[config.mk]
export PLATFORM = sky130hd
export DESIGN_NAME = pxc_irq_cfg_regs
export DESIGN_NICKNAME = d
export VERILOG_FILES = /design/src/pxc_pkg.sv /design/src/pxc_irq_cfg_regs.sv /design/src/pxc_addr_ptr.sv /design/src/pxc_irq_detect.sv
export SDC_FILE = /design/constraint.sdc
export NUM_CORES = 1
export LEC_CHECK = 0
export ABC_CLOCK_PERIOD_IN_PS = 4500
export BUFFER_PORTS_ARGS = -buffer_cell sky130_fd_sc_hd__buf_2
export CAP_MARGIN = 25
export CORE_ASPECT_RATIO = 2
export CORE_MARGIN = 4
export CORE_UTILIZATION = 30
export CTS_CLUSTER_DIAMETER = 200
export DETAILED_ROUTE_END_ITERATION = 7
export GPL_TIMING_DRIVEN = 0
export HOLD_SLACK_MARGIN = 0.15
export PLACE_DENSITY = 0.5
export SETUP_SLACK_MARGIN = 0.15
export SKIP_CTS_REPAIR_TIMING = 1
export SLEW_MARGIN = 10
export SYNTH_ARGS = -nofsm -noshare
export SYNTH_HDL_FRONTEND = slang
export SYNTH_SLANG_ARGS = --single-unit
[constraint.sdc]
create_clock -name i_clock -period 4.5 [get_ports i_clock]
set_input_delay 1.35 -clock i_clock [delete_from_list [all_inputs] [get_ports i_clock]]
set_output_delay 1.35 -clock i_clock [all_outputs]
set_load 0.05 [all_outputs]
[src/pxc_pkg.sv]
// Shared constants and carrier types for the port expander configuration slice.
// Assumes an 8-bit register map addressed by a byte-wide pointer that the serial engine loads into the slice.
package pxc_pkg;

  // Register offsets.
  localparam logic [7:0] PXC_OFF_DIRECTION = 8'h00;
  localparam logic [7:0] PXC_OFF_CHG_EN = 8'h02;
  localparam logic [7:0] PXC_OFF_DEF_CMP = 8'h03;
  localparam logic [7:0] PXC_OFF_CMP_MODE = 8'h04;
  localparam logic [7:0] PXC_OFF_DEV_CFG = 8'h05;
  localparam logic [7:0] PXC_OFF_PULLUP = 8'h06;
  localparam logic [7:0] PXC_OFF_FLAGS = 8'h07;
  localparam logic [7:0] PXC_OFF_CAPTURE = 8'h08;
  localparam logic [7:0] PXC_OFF_PORT = 8'h09;
  localparam logic [7:0] PXC_OFF_LAST = 8'h0A;

  // Field positions inside the device configuration register.
  localparam int PXC_CFG_SEQ_DIS_BIT = 5;
  localparam int PXC_CFG_SLEW_DIS_BIT = 4;
  localparam int PXC_CFG_ADDR_EN_BIT = 3;
  localparam int PXC_CFG_OPEN_DRAIN_BIT = 2;
  localparam int PXC_CFG_ACT_LEVEL_BIT = 1;
  localparam logic [7:0] PXC_CFG_WMASK = 8'h3E;

  // Values after reset.
  localparam logic [7:0] PXC_RST_CHG_EN = 8'h00;
  localparam logic [7:0] PXC_RST_DEF_CMP = 8'h00;
  localparam logic [7:0] PXC_RST_CMP_MODE = 8'h00;
  localparam logic [7:0] PXC_RST_DEV_CFG = 8'h00;
  localparam logic [7:0] PXC_RST_PULLUP = 8'h00;
  localparam logic [7:0] PXC_RST_FLAGS = 8'h00;
  localparam logic [7:0] PXC_RST_CAPTURE = 8'h00;
  localparam logic [7:0] PXC_RST_PTR = 8'h00;

  // Requests from the serial protocol engine, one cycle each.
  typedef struct packed {
    logic ptr_load;
    logic [7:0] ptr_value;
    logic wr_stb;
    logic rd_stb;
    logic [7:0] wdata;
    logic byte_done;
  } pxc_req_t;

  // Decoded configuration handed to the serial engine and pads.
  typedef struct packed {
    logic sequential_disable;
    logic slew_control_disable;
    logic address_pin_enable;
    logic irq_open_drain;
    logic irq_active_level;
  } pxc_cfg_t;

endpackage : pxc_pkg

[src/pxc_irq_cfg_regs.sv]
// Configuration register slice of an 8-bit serial port expander.
// Assumes the serial engine presents one request per cycle and muxes read data
// of registers outside this slice itself.
`timescale 1ns/10ps
module pxc_irq_cfg_regs
  import pxc_pkg::*;
#(
  parameter int WIDTH = 8
) (
  // Clock and reset.
  input wire logic i_clock,
  input wire logic i_nrst,
  // Requests from the serial engine.
  input wire pxc_req_t i_req,
  // Port state from the rest of the device.
  input wire logic [WIDTH-1:0] i_pin_direction,
  input wire logic [WIDTH-1:0] i_port_level,
  // Answers to the serial engine.
  output logic [7:0] o_ptr,
  output logic [7:0] o_rdata,
  output logic o_rdata_hit,
  output pxc_cfg_t o_cfg,
  // Pad controls.
  output logic [WIDTH-1:0] o_pullup_on,
  output logic o_irq_out,
  output logic o_irq_oe,
  // Status.
  output logic [WIDTH-1:0] o_irq_pending_flags
);

  // True when the pointer addresses the given offset.
  function automatic logic reg_hit(input logic [7:0] ptr, input logic [7:0] off);
    reg_hit = (ptr == off);
  endfunction : reg_hit

  logic [7:0] ptr;
  logic [WIDTH-1:0] change_irq_enable_q;
  logic [WIDTH-1:0] default_compare_value_q;
  logic [WIDTH-1:0] compare_mode_select_q;
  logic [7:0] device_configuration_q;
  logic [WIDTH-1:0] pullup_enable_q;
  logic [WIDTH-1:0] flags;
  logic [WIDTH-1:0] flags_d;
  logic [WIDTH-1:0] capture;
  logic [WIDTH-1:0] is_input;
  logic irq_clear;
  logic irq_any_d;
  logic cfg_open_drain;
  logic cfg_active_level;
  logic [7:0] rdata_d;
  logic rdata_hit_d;
  logic [7:0] ptr_q;
  logic [7:0] rdata_q;
  logic rdata_hit_q;
  pxc_cfg_t cfg_q;
  logic [WIDTH-1:0] pullup_on_q;
  logic irq_out_q;
  logic irq_oe_q;
  logic [WIDTH-1:0] flags_q;

  assign is_input = i_pin_direction;

  pxc_addr_ptr u_ptr (
    .i_clock(i_clock),
    .i_nrst(i_nrst),
    .i_load(i_req.ptr_load),
    .i_value(i_req.ptr_value),
    .i_byte_done(i_req.byte_done),
    .i_seq_disable(device_configuration_q[PXC_CFG_SEQ_DIS_BIT]),
    .o_ptr(ptr)
  );

  // Writable registers; a write lands on the register under the pointer.
  always_ff @(posedge i_clock or negedge i_nrst) begin
    if (!i_nrst) begin
      change_irq_enable_q <= PXC_RST_CHG_EN[WIDTH-1:0];
    end else if (i_req.wr_stb && reg_hit(ptr, PXC_OFF_CHG_EN)) begin
      change_irq_enable_q <= i_req.wdata[WIDTH-1:0];
    end
  end

  always_ff @(posedge i_clock or negedge i_nrst) begin
    if (!i_nrst) begin
      default_compare_value_q <= PXC_RST_DEF_CMP[WIDTH-1:0];
    end else if (i_req.wr_stb && reg_hit(ptr, PXC_OFF_DEF_CMP)) begin
      default_compare_value_q <= i_req.wdata[WIDTH-1:0];
    end
  end

  always_ff @(posedge i_clock or negedge i_nrst) begin
    if (!i_nrst) begin
      compare_mode_select_q <= PXC_RST_CMP_MODE[WIDTH-1:0];
    end else if (i_req.wr_stb && reg_hit(ptr, PXC_OFF_CMP_MODE)) begin
      compare_mode_select_q <= i_req.wdata[WIDTH-1:0];
    end
  end

  // Unimplemented bits are masked on the way in, so they also read back zero.
  always_ff @(posedge i_clock or negedge i_nrst) begin
    if (!i_nrst) begin
      device_configuration_q <= PXC_RST_DEV_CFG;
    end else if (i_req.wr_stb && reg_hit(ptr, PXC_OFF_DEV_CFG)) begin
      device_configuration_q <= i_req.wdata & PXC_CFG_WMASK;
    end
  end

  always_ff @(posedge i_clock or negedge i_nrst) begin
    if (!i_nrst) begin
      pullup_enable_q <= PXC_RST_PULLUP[WIDTH-1:0];
    end else if (i_req.wr_stb && reg_hit(ptr, PXC_OFF_PULLUP)) begin
      pullup_enable_q <= i_req.wdata[WIDTH-1:0];
    end
  end

  // The flag register has no write path at all, so writes there are dropped.
  // Only a read of capture or port clears; writes to them are not decoded here.
  assign irq_clear = i_req.rd_stb &&
                     (reg_hit(ptr, PXC_OFF_CAPTURE) || reg_hit(ptr, PXC_OFF_PORT));

  pxc_irq_detect #(
    .WIDTH(WIDTH)
  ) u_detect (
    .i_clock(i_clock),
    .i_nrst(i_nrst),
    .i_enable(change_irq_enable_q),
    .i_default(default_compare_value_q),
    .i_mode(compare_mode_select_q),
    .i_is_input(is_input),
    .i_pins(i_port_level),
    .i_clear(irq_clear),
    .o_flags(flags),
    .o_flags_d(flags_d),
    .o_capture(capture)
  );

  assign irq_any_d = |flags_d;
  assign cfg_open_drain = device_configuration_q[PXC_CFG_OPEN_DRAIN_BIT];
  assign cfg_active_level = device_configuration_q[PXC_CFG_ACT_LEVEL_BIT];

  // Read data for the register under the pointer; other offsets are left to
  // the serial engine, which sees o_rdata_hit low for them.
  always_comb begin
    rdata_d = 8'h00;
    rdata_hit_d = 1'b1;
    case (ptr)
      PXC_OFF_CHG_EN: rdata_d = 8'(change_irq_enable_q);
      PXC_OFF_DEF_CMP: rdata_d = 8'(default_compare_value_q);
      PXC_OFF_CMP_MODE: rdata_d = 8'(compare_mode_select_q);
      PXC_OFF_DEV_CFG: rdata_d = device_configuration_q & PXC_CFG_WMASK;
      PXC_OFF_PULLUP: rdata_d = 8'(pullup_enable_q);
      PXC_OFF_FLAGS: rdata_d = 8'(flags);
      PXC_OFF_CAPTURE: rdata_d = 8'(capture);
      default: begin
        rdata_d = 8'h00;
        rdata_hit_d = 1'b0;
      end
    endcase
  end

  always_ff @(posedge i_clock or negedge i_nrst) begin
    if (!i_nrst) begin
      rdata_q <= 8'h00;
      rdata_hit_q <= 1'b0;
    end else begin
      rdata_q <= rdata_d;
      rdata_hit_q <= rdata_hit_d;
    end
  end

  // Registered copy of the pointer, so the engine sees it with its read data.
  always_ff @(posedge i_clock or negedge i_nrst) begin
    if (!i_nrst) begin
      ptr_q <= PXC_RST_PTR;
    end else begin
      ptr_q <= ptr;
    end
  end

  // Configuration fields for the serial engine, the data pad and the interrupt pad.
  always_ff @(posedge i_clock or negedge i_nrst) begin
    if (!i_nrst) begin
      cfg_q <= '0;
    end else begin
      cfg_q.sequential_disable <= device_configuration_q[PXC_CFG_SEQ_DIS_BIT];
      cfg_q.slew_control_disable <= device_configuration_q[PXC_CFG_SLEW_DIS_BIT];
      // The I2C variant ignores this bit and always matches its address pins.
      cfg_q.address_pin_enable <= device_configuration_q[PXC_CFG_ADDR_EN_BIT];
      cfg_q.irq_open_drain <= cfg_open_drain;
      cfg_q.irq_active_level <= cfg_active_level;
    end
  end

  // Output pins never get a pull-up, whatever the enable says.
  always_ff @(posedge i_clock or negedge i_nrst) begin
    if (!i_nrst) begin
      pullup_on_q <= '0;
    end else begin
      pullup_on_q <= pullup_enable_q & is_input;
    end
  end

  // Open drain only pulls low while active and floats otherwise; push-pull
  // always drives, at the chosen level.
  // In reset the pin shows the idle level of the reset configuration, which is
  // push-pull and active low, so no false interrupt is seen while in reset.
  always_ff @(posedge i_clock or negedge i_nrst) begin
    if (!i_nrst) begin
      irq_out_q <= 1'b1;
      irq_oe_q <= 1'b1;
    end else if (cfg_open_drain) begin
      irq_out_q <= 1'b0;
      irq_oe_q <= irq_any_d;
    end else begin
      irq_out_q <= cfg_active_level ? irq_any_d : ~irq_any_d;
      irq_oe_q <= 1'b1;
    end
  end

  always_ff @(posedge i_clock or negedge i_nrst) begin
    if (!i_nrst) begin
      flags_q <= '0;
    end else begin
      flags_q <= flags_d;
    end
  end

  assign o_ptr = ptr_q;
  assign o_rdata = rdata_q;
  assign o_rdata_hit = rdata_hit_q;
  assign o_cfg = cfg_q;
  assign o_pullup_on = pullup_on_q;
  assign o_irq_out = irq_out_q;
  assign o_irq_oe = irq_oe_q;
  assign o_irq_pending_flags = flags_q;

endmodule : pxc_irq_cfg_regs

[src/pxc_addr_ptr.sv]
// Serial register address pointer with optional auto-increment.
// Assumes the engine pulses byte_done once after each data byte.
`timescale 1ns/10ps
module pxc_addr_ptr
  import pxc_pkg::*;
(
  // Clock and reset.
  input wire logic i_clock,
  input wire logic i_nrst,
  // Control.
  input wire logic i_load,
  input wire logic [7:0] i_value,
  input wire logic i_byte_done,
  input wire logic i_seq_disable,
  // Pointer.
  output logic [7:0] o_ptr
);

  logic [7:0] ptr_q;

  always_ff @(posedge i_clock or negedge i_nrst) begin
    if (!i_nrst) begin
      ptr_q <= PXC_RST_PTR;
    end else if (i_load) begin
      ptr_q <= i_value;
    end else if (i_byte_done && !i_seq_disable) begin
      // The pointer rolls over to zero after the last register.
      if (ptr_q >= PXC_OFF_LAST) begin
        ptr_q <= PXC_RST_PTR;
      end else begin
        ptr_q <= ptr_q + 8'h01;
      end
    end
  end

  assign o_ptr = ptr_q;

endmodule : pxc_addr_ptr

[src/pxc_irq_detect.sv]
// Per-pin interrupt-on-change detection, pending flags and port capture.
// Assumes pin levels and direction bits are synchronous to i_clock.
`timescale 1ns/10ps
module pxc_irq_detect
  import pxc_pkg::*;
#(
  parameter int WIDTH = 8
) (
  // Clock and reset.
  input wire logic i_clock,
  input wire logic i_nrst,
  // Configuration.
  input wire logic [WIDTH-1:0] i_enable,
  input wire logic [WIDTH-1:0] i_default,
  input wire logic [WIDTH-1:0] i_mode,
  input wire logic [WIDTH-1:0] i_is_input,
  // Port and clear.
  input wire logic [WIDTH-1:0] i_pins,
  input wire logic i_clear,
  // State.
  output logic [WIDTH-1:0] o_flags,
  output logic [WIDTH-1:0] o_flags_d,
  output logic [WIDTH-1:0] o_capture
);

  logic [WIDTH-1:0] prev_q;
  logic [WIDTH-1:0] flags_q;
  logic [WIDTH-1:0] flags_d;
  logic [WIDTH-1:0] cap_q;
  logic [WIDTH-1:0] ref_val;
  logic [WIDTH-1:0] cond;
  logic active_q;

  assign ref_val = (i_mode & i_default) | (~i_mode & prev_q);
  // Output pins are masked out entirely.
  assign cond = i_enable & i_is_input & (i_pins ^ ref_val);
  // A new condition wins over a clear in the same cycle.
  assign flags_d = (flags_q & {WIDTH{~i_clear}}) | cond;

  always_ff @(posedge i_clock or negedge i_nrst) begin
    if (!i_nrst) begin
      prev_q <= '0;
    end else begin
      prev_q <= i_pins;
    end
  end

  always_ff @(posedge i_clock or negedge i_nrst) begin
    if (!i_nrst) begin
      flags_q <= PXC_RST_FLAGS[WIDTH-1:0];
      active_q <= 1'b0;
    end else begin
      flags_q <= flags_d;
      active_q <= |flags_d;
    end
  end

  always_ff @(posedge i_clock or negedge i_nrst) begin
    if (!i_nrst) begin
      cap_q <= PXC_RST_CAPTURE[WIDTH-1:0];
    end else if ((|cond) && (!active_q || i_clear)) begin
      cap_q <= i_pins;
    end
  end

  assign o_flags = flags_q;
  assign o_flags_d = flags_d;
  assign o_capture = cap_q;

endmodule : pxc_irq_detect

After elaboration in Yosys (flattened, before gate mapping) --
Cells that the tools add are included.
Cells by class: add/sub/neg operators 1, magnitude comparators 1, equality and inequality tests 8, mux-type cells 8, bitwise gates (word level) 12, reduce and logical (&&, ||, !) cells 16
Operator list (count):
- $pmux W8 S7 | 1
- $and A8 B8 Y8 | 6
- $eq A8 B3 Y1 const B | 4
- $mux W8 | 3
- $eq A8 B2 Y1 const B | 2
- $eq A8 B4 Y1 const B | 2
- $or A8 B8 Y8 | 2
- $reduce_or A8 Y1 | 2
- $add A8 B1 Y8 const B | 1
- $ge A8 B4 Y1 const B | 1
- $logic_and A1 B1 Y1 | 8
- $not A8 Y8 | 1
- $xor A8 B8 Y8 | 1
- $reduce_or A7 Y1 | 1
- $mux W1 | 4
- $logic_not A1 Y1 | 2
- $logic_or A1 B1 Y1 | 2
- $not A1 Y1 | 2
- $reduce_bool A2 Y1 | 1
Storage, ports and cells: register bits after elaboration 102, bits of input ports 38, logic and storage cells 67

Longest topological paths before layout --
Gate-level depths: netlist (run 1).
depth after elaboration 10, mapped depth 7

Hierarchy --
Synthesis (run 1) repeated with hierarchy kept, for this count alone.
Second synthesis, totals: cell total of the unflattened synthesis 341, area, all modules 4742.0 um2
Modules (own cells, without submodules):
- pxc_irq_cfg_regs | instances 1, cells an instance 206, area an instance 3086.7 um2
- pxc_irq_detect | instances 1, cells an instance 81, area an instance 1118.6 um2
- pxc_addr_ptr | instances 1, cells an instance 54, area an instance 536.8 um2

Least setup slack after synthesis (run 1) --
OpenSTA, ideal clock, no wires.
path type input -> register, start point input port i_port_level[6], end point register u_detect.cap_q[0], in the netlist u_detect.o_capture[0], library setup time 0.125 ns, data arrival time 2.446 ns, setup slack 1.929 ns, stages 5, path buffers 0, cell sequence nand3b_1 mux2i_1 nor4_4 a22oi_4 mux2_2
Between the ends: longest elaborated chain between the ends 4
Ends and longest elaborated chain:
- start, declared | line pxc_irq_cfg_regs.sv:17 | input wire logic [WIDTH-1:0] i_port_level,
- $xor A8 B8 Y8 | line pxc_irq_detect.sv:36 | assign cond = i_enable & i_is_input & (i_pins ^ ref_val);
- $and A8 B8 Y8 | line pxc_irq_detect.sv:36
- $reduce_or A8 Y1 | line pxc_irq_detect.sv:61 | end else if ((|cond) && (!active_q || i_clear)) begin
- $logic_and A1 B1 Y1 | line pxc_irq_detect.sv:61
- end signal, assigned | line pxc_irq_detect.sv:60 | cap_q <= PXC_RST_CAPTURE[WIDTH-1:0];
- end signal, assigned | line pxc_irq_detect.sv:62 | cap_q <= i_pins;
- end, declared | line pxc_irq_detect.sv:29 | logic [WIDTH-1:0] cap_q;
Every way passes these cells. A chain may end at the register's enable or synchronous reset.

Worst setup path after layout (run 1) --
start point input port i_port_level[5], end point register u_detect.cap_q[3], in the netlist u_detect.o_capture[3]
Same word-level chain as after synthesis.

==> key figures, run 1 <==
Run status
  • Outcome: completed

Pwr
  • Clock Power Share: 27.7%
  • Sw power: 949.7 µW
  • Final total power: 2.692 mW
  • Sw frac: between 30% and 40%
  • LEAKAGE: about 2.5 nW
  • Comb pwr share: 26.2%
  • Power Density: 493.8 mW/mm²
  • P_int: 1.742 mW
  • Sequential share of power: 46.1%
  • IR drop worst, VDD: 185.8 µV

Route
  • Remaining DRCs: 0
  • DR vias/cell: 4.966
  • Post-DR wirelength/cell: 19.87 µm
  • Total routed wirelength: 12.30 mm
  • Initial drt markers: approximately 130
  • Post-route ant nets: 0
  • Vias: around 3,100
  • DR pass1 iterations: 4

STA
  • Layout Skew: 9.425 ps
  • Setup ws final: 1843 ps
  • Unrepaired setup endpoints after global routing: false
  • Slew headroom: 53.52%
  • Period minus WS final: 2657 ps
  • Setup Viol. Count Final: 0
  • Slew Viols, Final: 0
  • Fin. Hold Viols: 0
  • Worst Max-Slew Pin Slew: ~700 ps
  • Hold slack: roughly 380 ps
  • Fin crit share: approximately three fifths
  • Fmax: 376.4 MHz
  • Setup TNS: 0 ps

Clock network
  • Clock buffer depth: 2
  • Reg clk slew, reported paths: ~70 ps
  • H-tree depth: 3
  • Number of CTS-inserted buffers: 9
  • Num Clock Sinks: roughly 100
  • Clock latency on the worst-skew pair: 340 ps
  • CTS tree: done
  • Clk Tree Root Cell: clkbuf_16

Placement
  • GP Congestion: roughly 0.78
  • Dpl cells: 603
  • DP Worst Slack: roughly 1400 ps
  • Input/output buffers: between 70 and 80
  • Placement Cell Area: between 0.005 and 0.006 mm²
  • Post-DP HPWL: 8.888 mm

Final layout
  • Fin util: 36.79%
  • Final instance area: 0.005451 mm²
  • Layout cell share with drive strength beyond 1: 40.33%
  • Final layout net count: ~460
  • Layout area overhead: 21.03%
  • Number of antenna diodes: 0
  • Non-Filler Instances: a little over 600

Global routing
  • Number of global-route vias before repair: 3,288
  • Initial antenna violation count: 0
  • First-pass GRT wire length: 18.81 mm
  • Overall routing resource usage: approximately 15%
  • Overflow left after global routing: 0
  • Pin count of the biggest net entering global routing: 90

Synth
  • YS warnings: 0
  • Distinct cell type count after synthesis: 42
  • Synthesized flop and latch total: between 100 and 150
  • Seq/Total Area, Yosys: a little under three fifths
  • Post-Syn Area per Cell: about 14 µm²
  • Syn Nets: roughly 370
  • Mapped Cells: 330
  • Mapped cell area: 0.004504 mm²

Setup path
  • WS Path Type: input pin to register
  • Startpoint Class: input pin
  • Crit. End Element: register
  • CP max FO: 8
  • Critical Path RT: 4730 ps
  • CP arrival: 2890 ps

Floorplanning
  • Ports: 78
  • Die height: 181.3 µm
  • Die area: 0.01716 mm²
  • Die Width: ~95 µm
  • Initial Utilization: 30.40%
  • Core Area: 0.01482 mm²
  • Row cnt: 63

Min path
  • Worst min path class: register to register

Run
  • Max Cap Viol: 0
[per-layer routing]
metal,track usage [%],up-vias,wire (µm),share of wire (%)
li1,-,1400,-,-
met1,16.15,1565,4495,37
met2,26.61,86,6855,56
met3,2.958,23,581,4.7
met4,6.478,0,365,3.0
met5,0,-,0,0
[worst paths after layout]
kind                            startpoint                    end  slack, ps  cells past startpoint
max                        i_port_level[5]  u_detect.o_capture[3]       1840                      6
min                         u_ptr.o_ptr[3]               o_ptr[3]        380                      0
max reg2reg                 u_ptr.o_ptr[0]  u_detect.o_capture[3]       1920                      6
min reg2reg                 u_ptr.o_ptr[3]               o_ptr[3]        380                      0
max in group asynchronous           i_nrst              o_irq_out       2980                      2
min in group asynchronous           i_nrst         o_pullup_on[6]        810                      1
[power groups by stage]
stage / clock, mW / sequential [mW] / combinational (mW)
finish: 0.746 / 1.24 / 0.704
global route: 0.798 / 1.26 / 0.756
CTS: 0.763 / 1.24 / 0.714
detailed placement: 0 / 1.26 / 0.712
global placement: 0 / 1.25 / 0.699
floorplan: 0 / 1.43 / 0.309
[critical path, stage by stage]
cell	delay [ps]
buf_2	120
nand3b_1	160
mux2i_1	360
nor4_4	120
a22oi_4	390
mux2_2	380
[synthesized netlist by cell type]
master     count  share of area, %
nor3_1         4              0.44
nand2_1       16               1.3
ha_1           4               1.1
nand3_4        1              0.39
and2b_1        1              0.17
nand4_1        1              0.14
mux2_1         1              0.25
a21o_1         8               1.3
a21oi_1       14               1.6
a32oi_1        5              0.97
and2_1         9               1.2
nand4_4        3               1.4
nor2_1         5              0.42
nor2_8         1              0.44
o31ai_1        4              0.67
inv_1          3              0.25
dfstp_2        2               1.2
nor4_1         3              0.42
a41oi_1        1              0.19
o22ai_1        5              0.69
clkbuf_1       9              0.75
nor4_4         3               1.4
a2111oi_0      1              0.19
o21ai_0        9               1.0
nand3b_1       8               1.3
mux2i_1       16               3.6
mux2_2        51                13
nand2b_1       2              0.28
a222oi_1       2              0.44
dfrtp_1      100                56
a32o_1         4              0.89
buf_12         1              0.44
nor2b_1        3              0.42
mux2_4         8               2.7
a31oi_1        1              0.14
nand3_1       12               1.3
a22oi_1        2              0.33
o2111ai_4      1              0.58
a22oi_4        1              0.47
or4_4          1              0.25
and3_4         1              0.25
buf_2          3              0.33
[logic make-up (layout without fill, tap and decap cells)]
| logic type | Yosys count | after routing | share of synthesized area, % |
|---|---|---|---|
| compound gates | 58 | 58 | 9.472 |
| fa+ha+maj | 4 | 4 | 1.111 |
| buf+inv | 16 | 110 | 1.778 |
| flops | 102 | 102 | 56.72 |
| mux | 76 | 76 | 19.22 |
| simple gates | 74 | 74 | 11.69 |
[cells in the final DEF (no fill, tap or decap), types with 5 or more instances in the layout]
master     count
a32oi_1        5
mux2_2        51
nand3_1       12
buf_2         79
mux2_4         8
nand3b_1       8
a21o_1         8
clkbuf_1       9
nor2_1         5
clkbuf_16      9
a21oi_1       14
mux2i_1       16
o21ai_0        9
o22ai_1        5
nand2_1       16
dfrtp_1      100
and2_1         9
[final cells by class]
class                           instances  area, µm²
Buffer                                 13      68.82
Inverter                                3      11.26
Clock inverter                          7      58.81
Fill cell                            1536       9368
Tap cell                              195      244.0
Clock buffer                            9      225.2
Multi-Input combinational cell        212       1869
Timing Repair Buffer                   78      419.2
Sequential cell                       102       2555
No activity file was read; power rests on OpenSTA's default activity.
==> run 2, diff against run 1 <==
ABC_AREA = 1   (was default)
ABC_CLOCK_PERIOD_IN_PS = 2300   (was 4500)
PLACE_DENSITY = 0.52   (was 0.5)
clock period = 2.3 ns   (was 4.5 ns; I/O delays follow)
==> run 2 against run 1 <==
Against the previous run:
- non-clock buffer count decreased by 9
- critical path depth increased by 2
- synthesized cell count increased by 41%
- power increased by 94%
- die area decreased by 4.8%
- synthesized area decreased by 5.2%
- clock skew about the same
- count of clock-buffer cells in the layout increased by 1
- cell count increased by 21%
- via count increased by 13%
- sequential share of layout area increased by 2.0 points
- highest routed layer unchanged
==> key figures, run 2 <==
Clock network
  • CTS tree: done (unchanged)
  • Reg clk slew, reported paths: 70 ps (about the same)
  • Number of CTS-inserted buffers: 9 (unchanged)
  • Num Clock Sinks: 102 (unchanged)
  • Clock latency on the worst-skew pair: 360 ps (was 340 ps)
  • H-tree depth: 3 (unchanged)
  • Clk Tree Root Cell: clkbuf_16 (unchanged)
  • Clock buffer depth: 2 (unchanged)

Route
  • Vias: 3,469 (was 3,074)
  • Post-DR wirelength/cell: 16.71 µm (was 19.87 µm)
  • Initial drt markers: 204 (was 129)
  • DR vias/cell: 4.638 (was 4.966)
  • Remaining DRCs: 0 (unchanged)
  • Post-route ant nets: 0 (unchanged)
  • Total routed wirelength: 12.50 mm (was 12.30 mm)
  • DR pass1 iterations: 4 (unchanged)

Global routing
  • Number of global-route vias before repair: 3,768 (was 3,288)
  • First-pass GRT wire length: 19.87 mm (was 18.81 mm)
  • Overall routing resource usage: 16.24% (was 14.74%)
  • Initial antenna violation count: 0 (unchanged)
  • Overflow left after global routing: 0 (unchanged)
  • Pin count of the biggest net entering global routing: 88 (was 90)

Floorplanning
  • Die height: 176.8 µm (was 181.3 µm)
  • Die Width: 92.38 µm (was 94.65 µm)
  • Initial Utilization: 30.58% (was 30.40%)
  • Core Area: 0.01397 mm² (was 0.01482 mm²)
  • Die area: 0.01633 mm² (was 0.01716 mm²)
  • Row cnt: 61 (was 63)
  • Ports: 78 (unchanged)

Final layout
  • Layout area overhead: 22.44% (was 21.03%)
  • Most frequent cells in the layout: nand2_1, dfrtp_1, buf_2, o21ai_1, inv_1 (was dfrtp_1, buf_2, mux2_2, mux2i_1, nand2_1)
  • Final layout net count: 596 (was 461)
  • Most common cell after layout, fill and taps aside: nand2_1 (was dfrtp_1)
  • Layout cell share with drive strength beyond 1: 22.72% (was 40.33%)
  • Number of antenna diodes: 0 (unchanged)
  • FILL cells: 1,444 (was 1,536)
  • Non-Filler Instances: 748 (was 619)

Placement
  • Input/output buffers: 76 (was 77)
  • Dpl cells: 732 (was 603)
  • Post-DP HPWL: 9.232 mm (was 8.888 mm)
  • DP Worst Slack: 62.28 ps (was 1442 ps)
  • GP Congestion: 0.8456 (was 0.7754)

STA
  • Period minus WS final: 1953 ps
  • Fin. Hold Viols: 0 (unchanged)
  • Setup ws final: 346.9 ps (was 1843 ps)
  • Layout Skew: 9.410 ps (was 9.425 ps)
  • Setup Viol. Count Final: 0 (unchanged)
  • Hold slack: 156.6 ps (was 381.4 ps)
  • Setup TNS: 0 ps (unchanged)
  • Worst Max-Slew Pin Slew: 454.6 ps (was 697.2 ps)
  • Fin crit share: 84.92%
  • Slew Viols, Final: 0 (unchanged)
  • Fmax: 512.0 MHz
  • Slew headroom: 69.70% (was 53.52%)
  • Unrepaired setup endpoints after global routing: false (unchanged)

Setup path
  • Critical Path RT: 2530 ps (was 4730 ps)
  • CP max FO: 10 (was 8)
  • Slowest cell delay on critical path: 440 ps (was 390 ps)
  • Crit. End Element: register (unchanged)
  • WS Path Type: register to register (was input pin to register)
  • CP arrival: 2180 ps (was 2890 ps)
  • Crit-path slowest cell: dfrtp_1 (was a22oi_4)
  • Startpoint Class: register (was input pin)
  • Crit-path cells: inv_1 > ha_1 > nand3_2 > inv_2 > nand2_2 > buf_2 > nand2_1 > o21ai_1 (was buf_2 > nand3b_1 > mux2i_1 > nor4_4 > a22oi_4 > mux2_2)
  • Reg2Reg Depth: 8 (was 6)

Synth
  • Synthesized flop and latch total: 102 (unchanged)
  • Syn Nets: 508 (was 372)
  • Synth top area share: 58.58% (was 55.56%)
  • Mapped Cells: 466 (was 330)
  • Distinct cell type count after synthesis: 33 (was 42)
  • Seq/Total Area, Yosys: 59.81% (was 56.72%)
  • Post-synth EDFFs: 0 (unchanged)
  • YS warnings: 0 (unchanged)
  • Synth area leader: dfrtp_1 (unchanged)
  • Most numerous cell in the Yosys netlist: nand2_1 (was dfrtp_1)
  • Most instantiated cells after synthesis: nand2_1, dfrtp_1, o21ai_1 (was dfrtp_1, mux2_2, mux2i_1, nand2_1, a21oi_1)
  • Post-Syn Area per Cell: 9.167 µm² (was 13.65 µm²)
  • Synth Flop Type: dfrtp_1 (unchanged)
  • Synth top area cells: dfrtp_1, nand2_1, o21ai_1 (was dfrtp_1, mux2_2, mux2i_1)
  • Mapped cell area: 0.004272 mm² (was 0.004504 mm²)
  • Async S/R FF share, synth: 100.0% (unchanged)

Pwr
  • IR drop worst, VDD: 393.9 µV (was 185.8 µV)
  • Power Density: 998.9 mW/mm² (was 493.8 mW/mm²)
  • LEAKAGE: 2.726 nW (was 2.534 nW)
  • Final total power: 5.224 mW (was 2.692 mW)

Min path
  • Worst min path class: input pin to async pin (was register to register)

Run
  • Max Cap Viol: 0 (unchanged)

Run status
  • Outcome: completed (unchanged)
-- run 2: cell families after synthesis --
| family | after synthesis | synth area share (%) |
|---|---|---|
| compound gates | 71 | 9.403 |
| fa+ha+maj | 4 | 1.172 |
| buf+inv | 57 | 5.272 |
| flops | 102 | 59.81 |
| simple gates | 232 | 24.34 |
-- run 2: final cells by class --
type	instances	area, µm²	area share [%]
buffer	5	30.03	0.5742
clock buffer	10	239.0	4.569
clock inverter	6	68.82	1.316
inverter	52	195.2	3.732
multi-input combinational	307	1491	28.52
sequential	102	2555	48.85
tap	189	236.5	4.522
timing repair buffer	77	414.1	7.919
-- run 2: layer usage --
metal | wire length (µm) | global-route usage [%] | up-vias
met4 | 691 | 10.92 | 0
met3 | 504 | 2.298 | 30
met1 | 4601 | 16.67 | 1656
met2 | 6699 | 29.83 | 97
met5 | 0 | 0 | -
li1 | - | - | 1686
-- run 2: through the flow --
stage	instance area (µm²)	util (%)
after floorplan	4272	-
after global placement	4888	35.00
after detailed placement	4922	35.24
after CTS	5230	37.45
after global routing	5230	37.45
final	5230	37.45
-- run 2: path summary, 6_finish.rpt --
kind / slack (ps) / to / startpoint
worst max-delay path: 350 / pullup_enable_q[0] / u_ptr.o_ptr[0]
worst min-delay path: 160 / o_cfg[0] / i_nrst
worst max register to register: 350 / pullup_enable_q[0] / u_ptr.o_ptr[0]
worst min register to register: 410 / o_ptr[6] / u_ptr.o_ptr[6]
max in group asynchronous: 1480 / o_ptr[2] / i_nrst
min in group i_clock: 410 / o_ptr[6] / u_ptr.o_ptr[6]
-- run 2: power breakdown --
part	leakage, nW	internal [mW]	switching [mW]	total [mW]
sequential	1.31	2.15	0.260	2.40
combinational	1.27	0.337	0.907	1.24
clock	0.149	0.881	0.693	1.57
total	2.73	3.36	1.86	5.22
-- run 2: critical path, delay by kind of cell, from the launching register on --
family | cells | cell delay (ps)
adder cells (fa/ha/maj) | 1 | 230
AO/OA/AOI/OAI | 1 | 60
buffers and inverters | 3 | 660
flip-flops | 1 | 440
AND/OR/NAND/NOR | 3 | 430
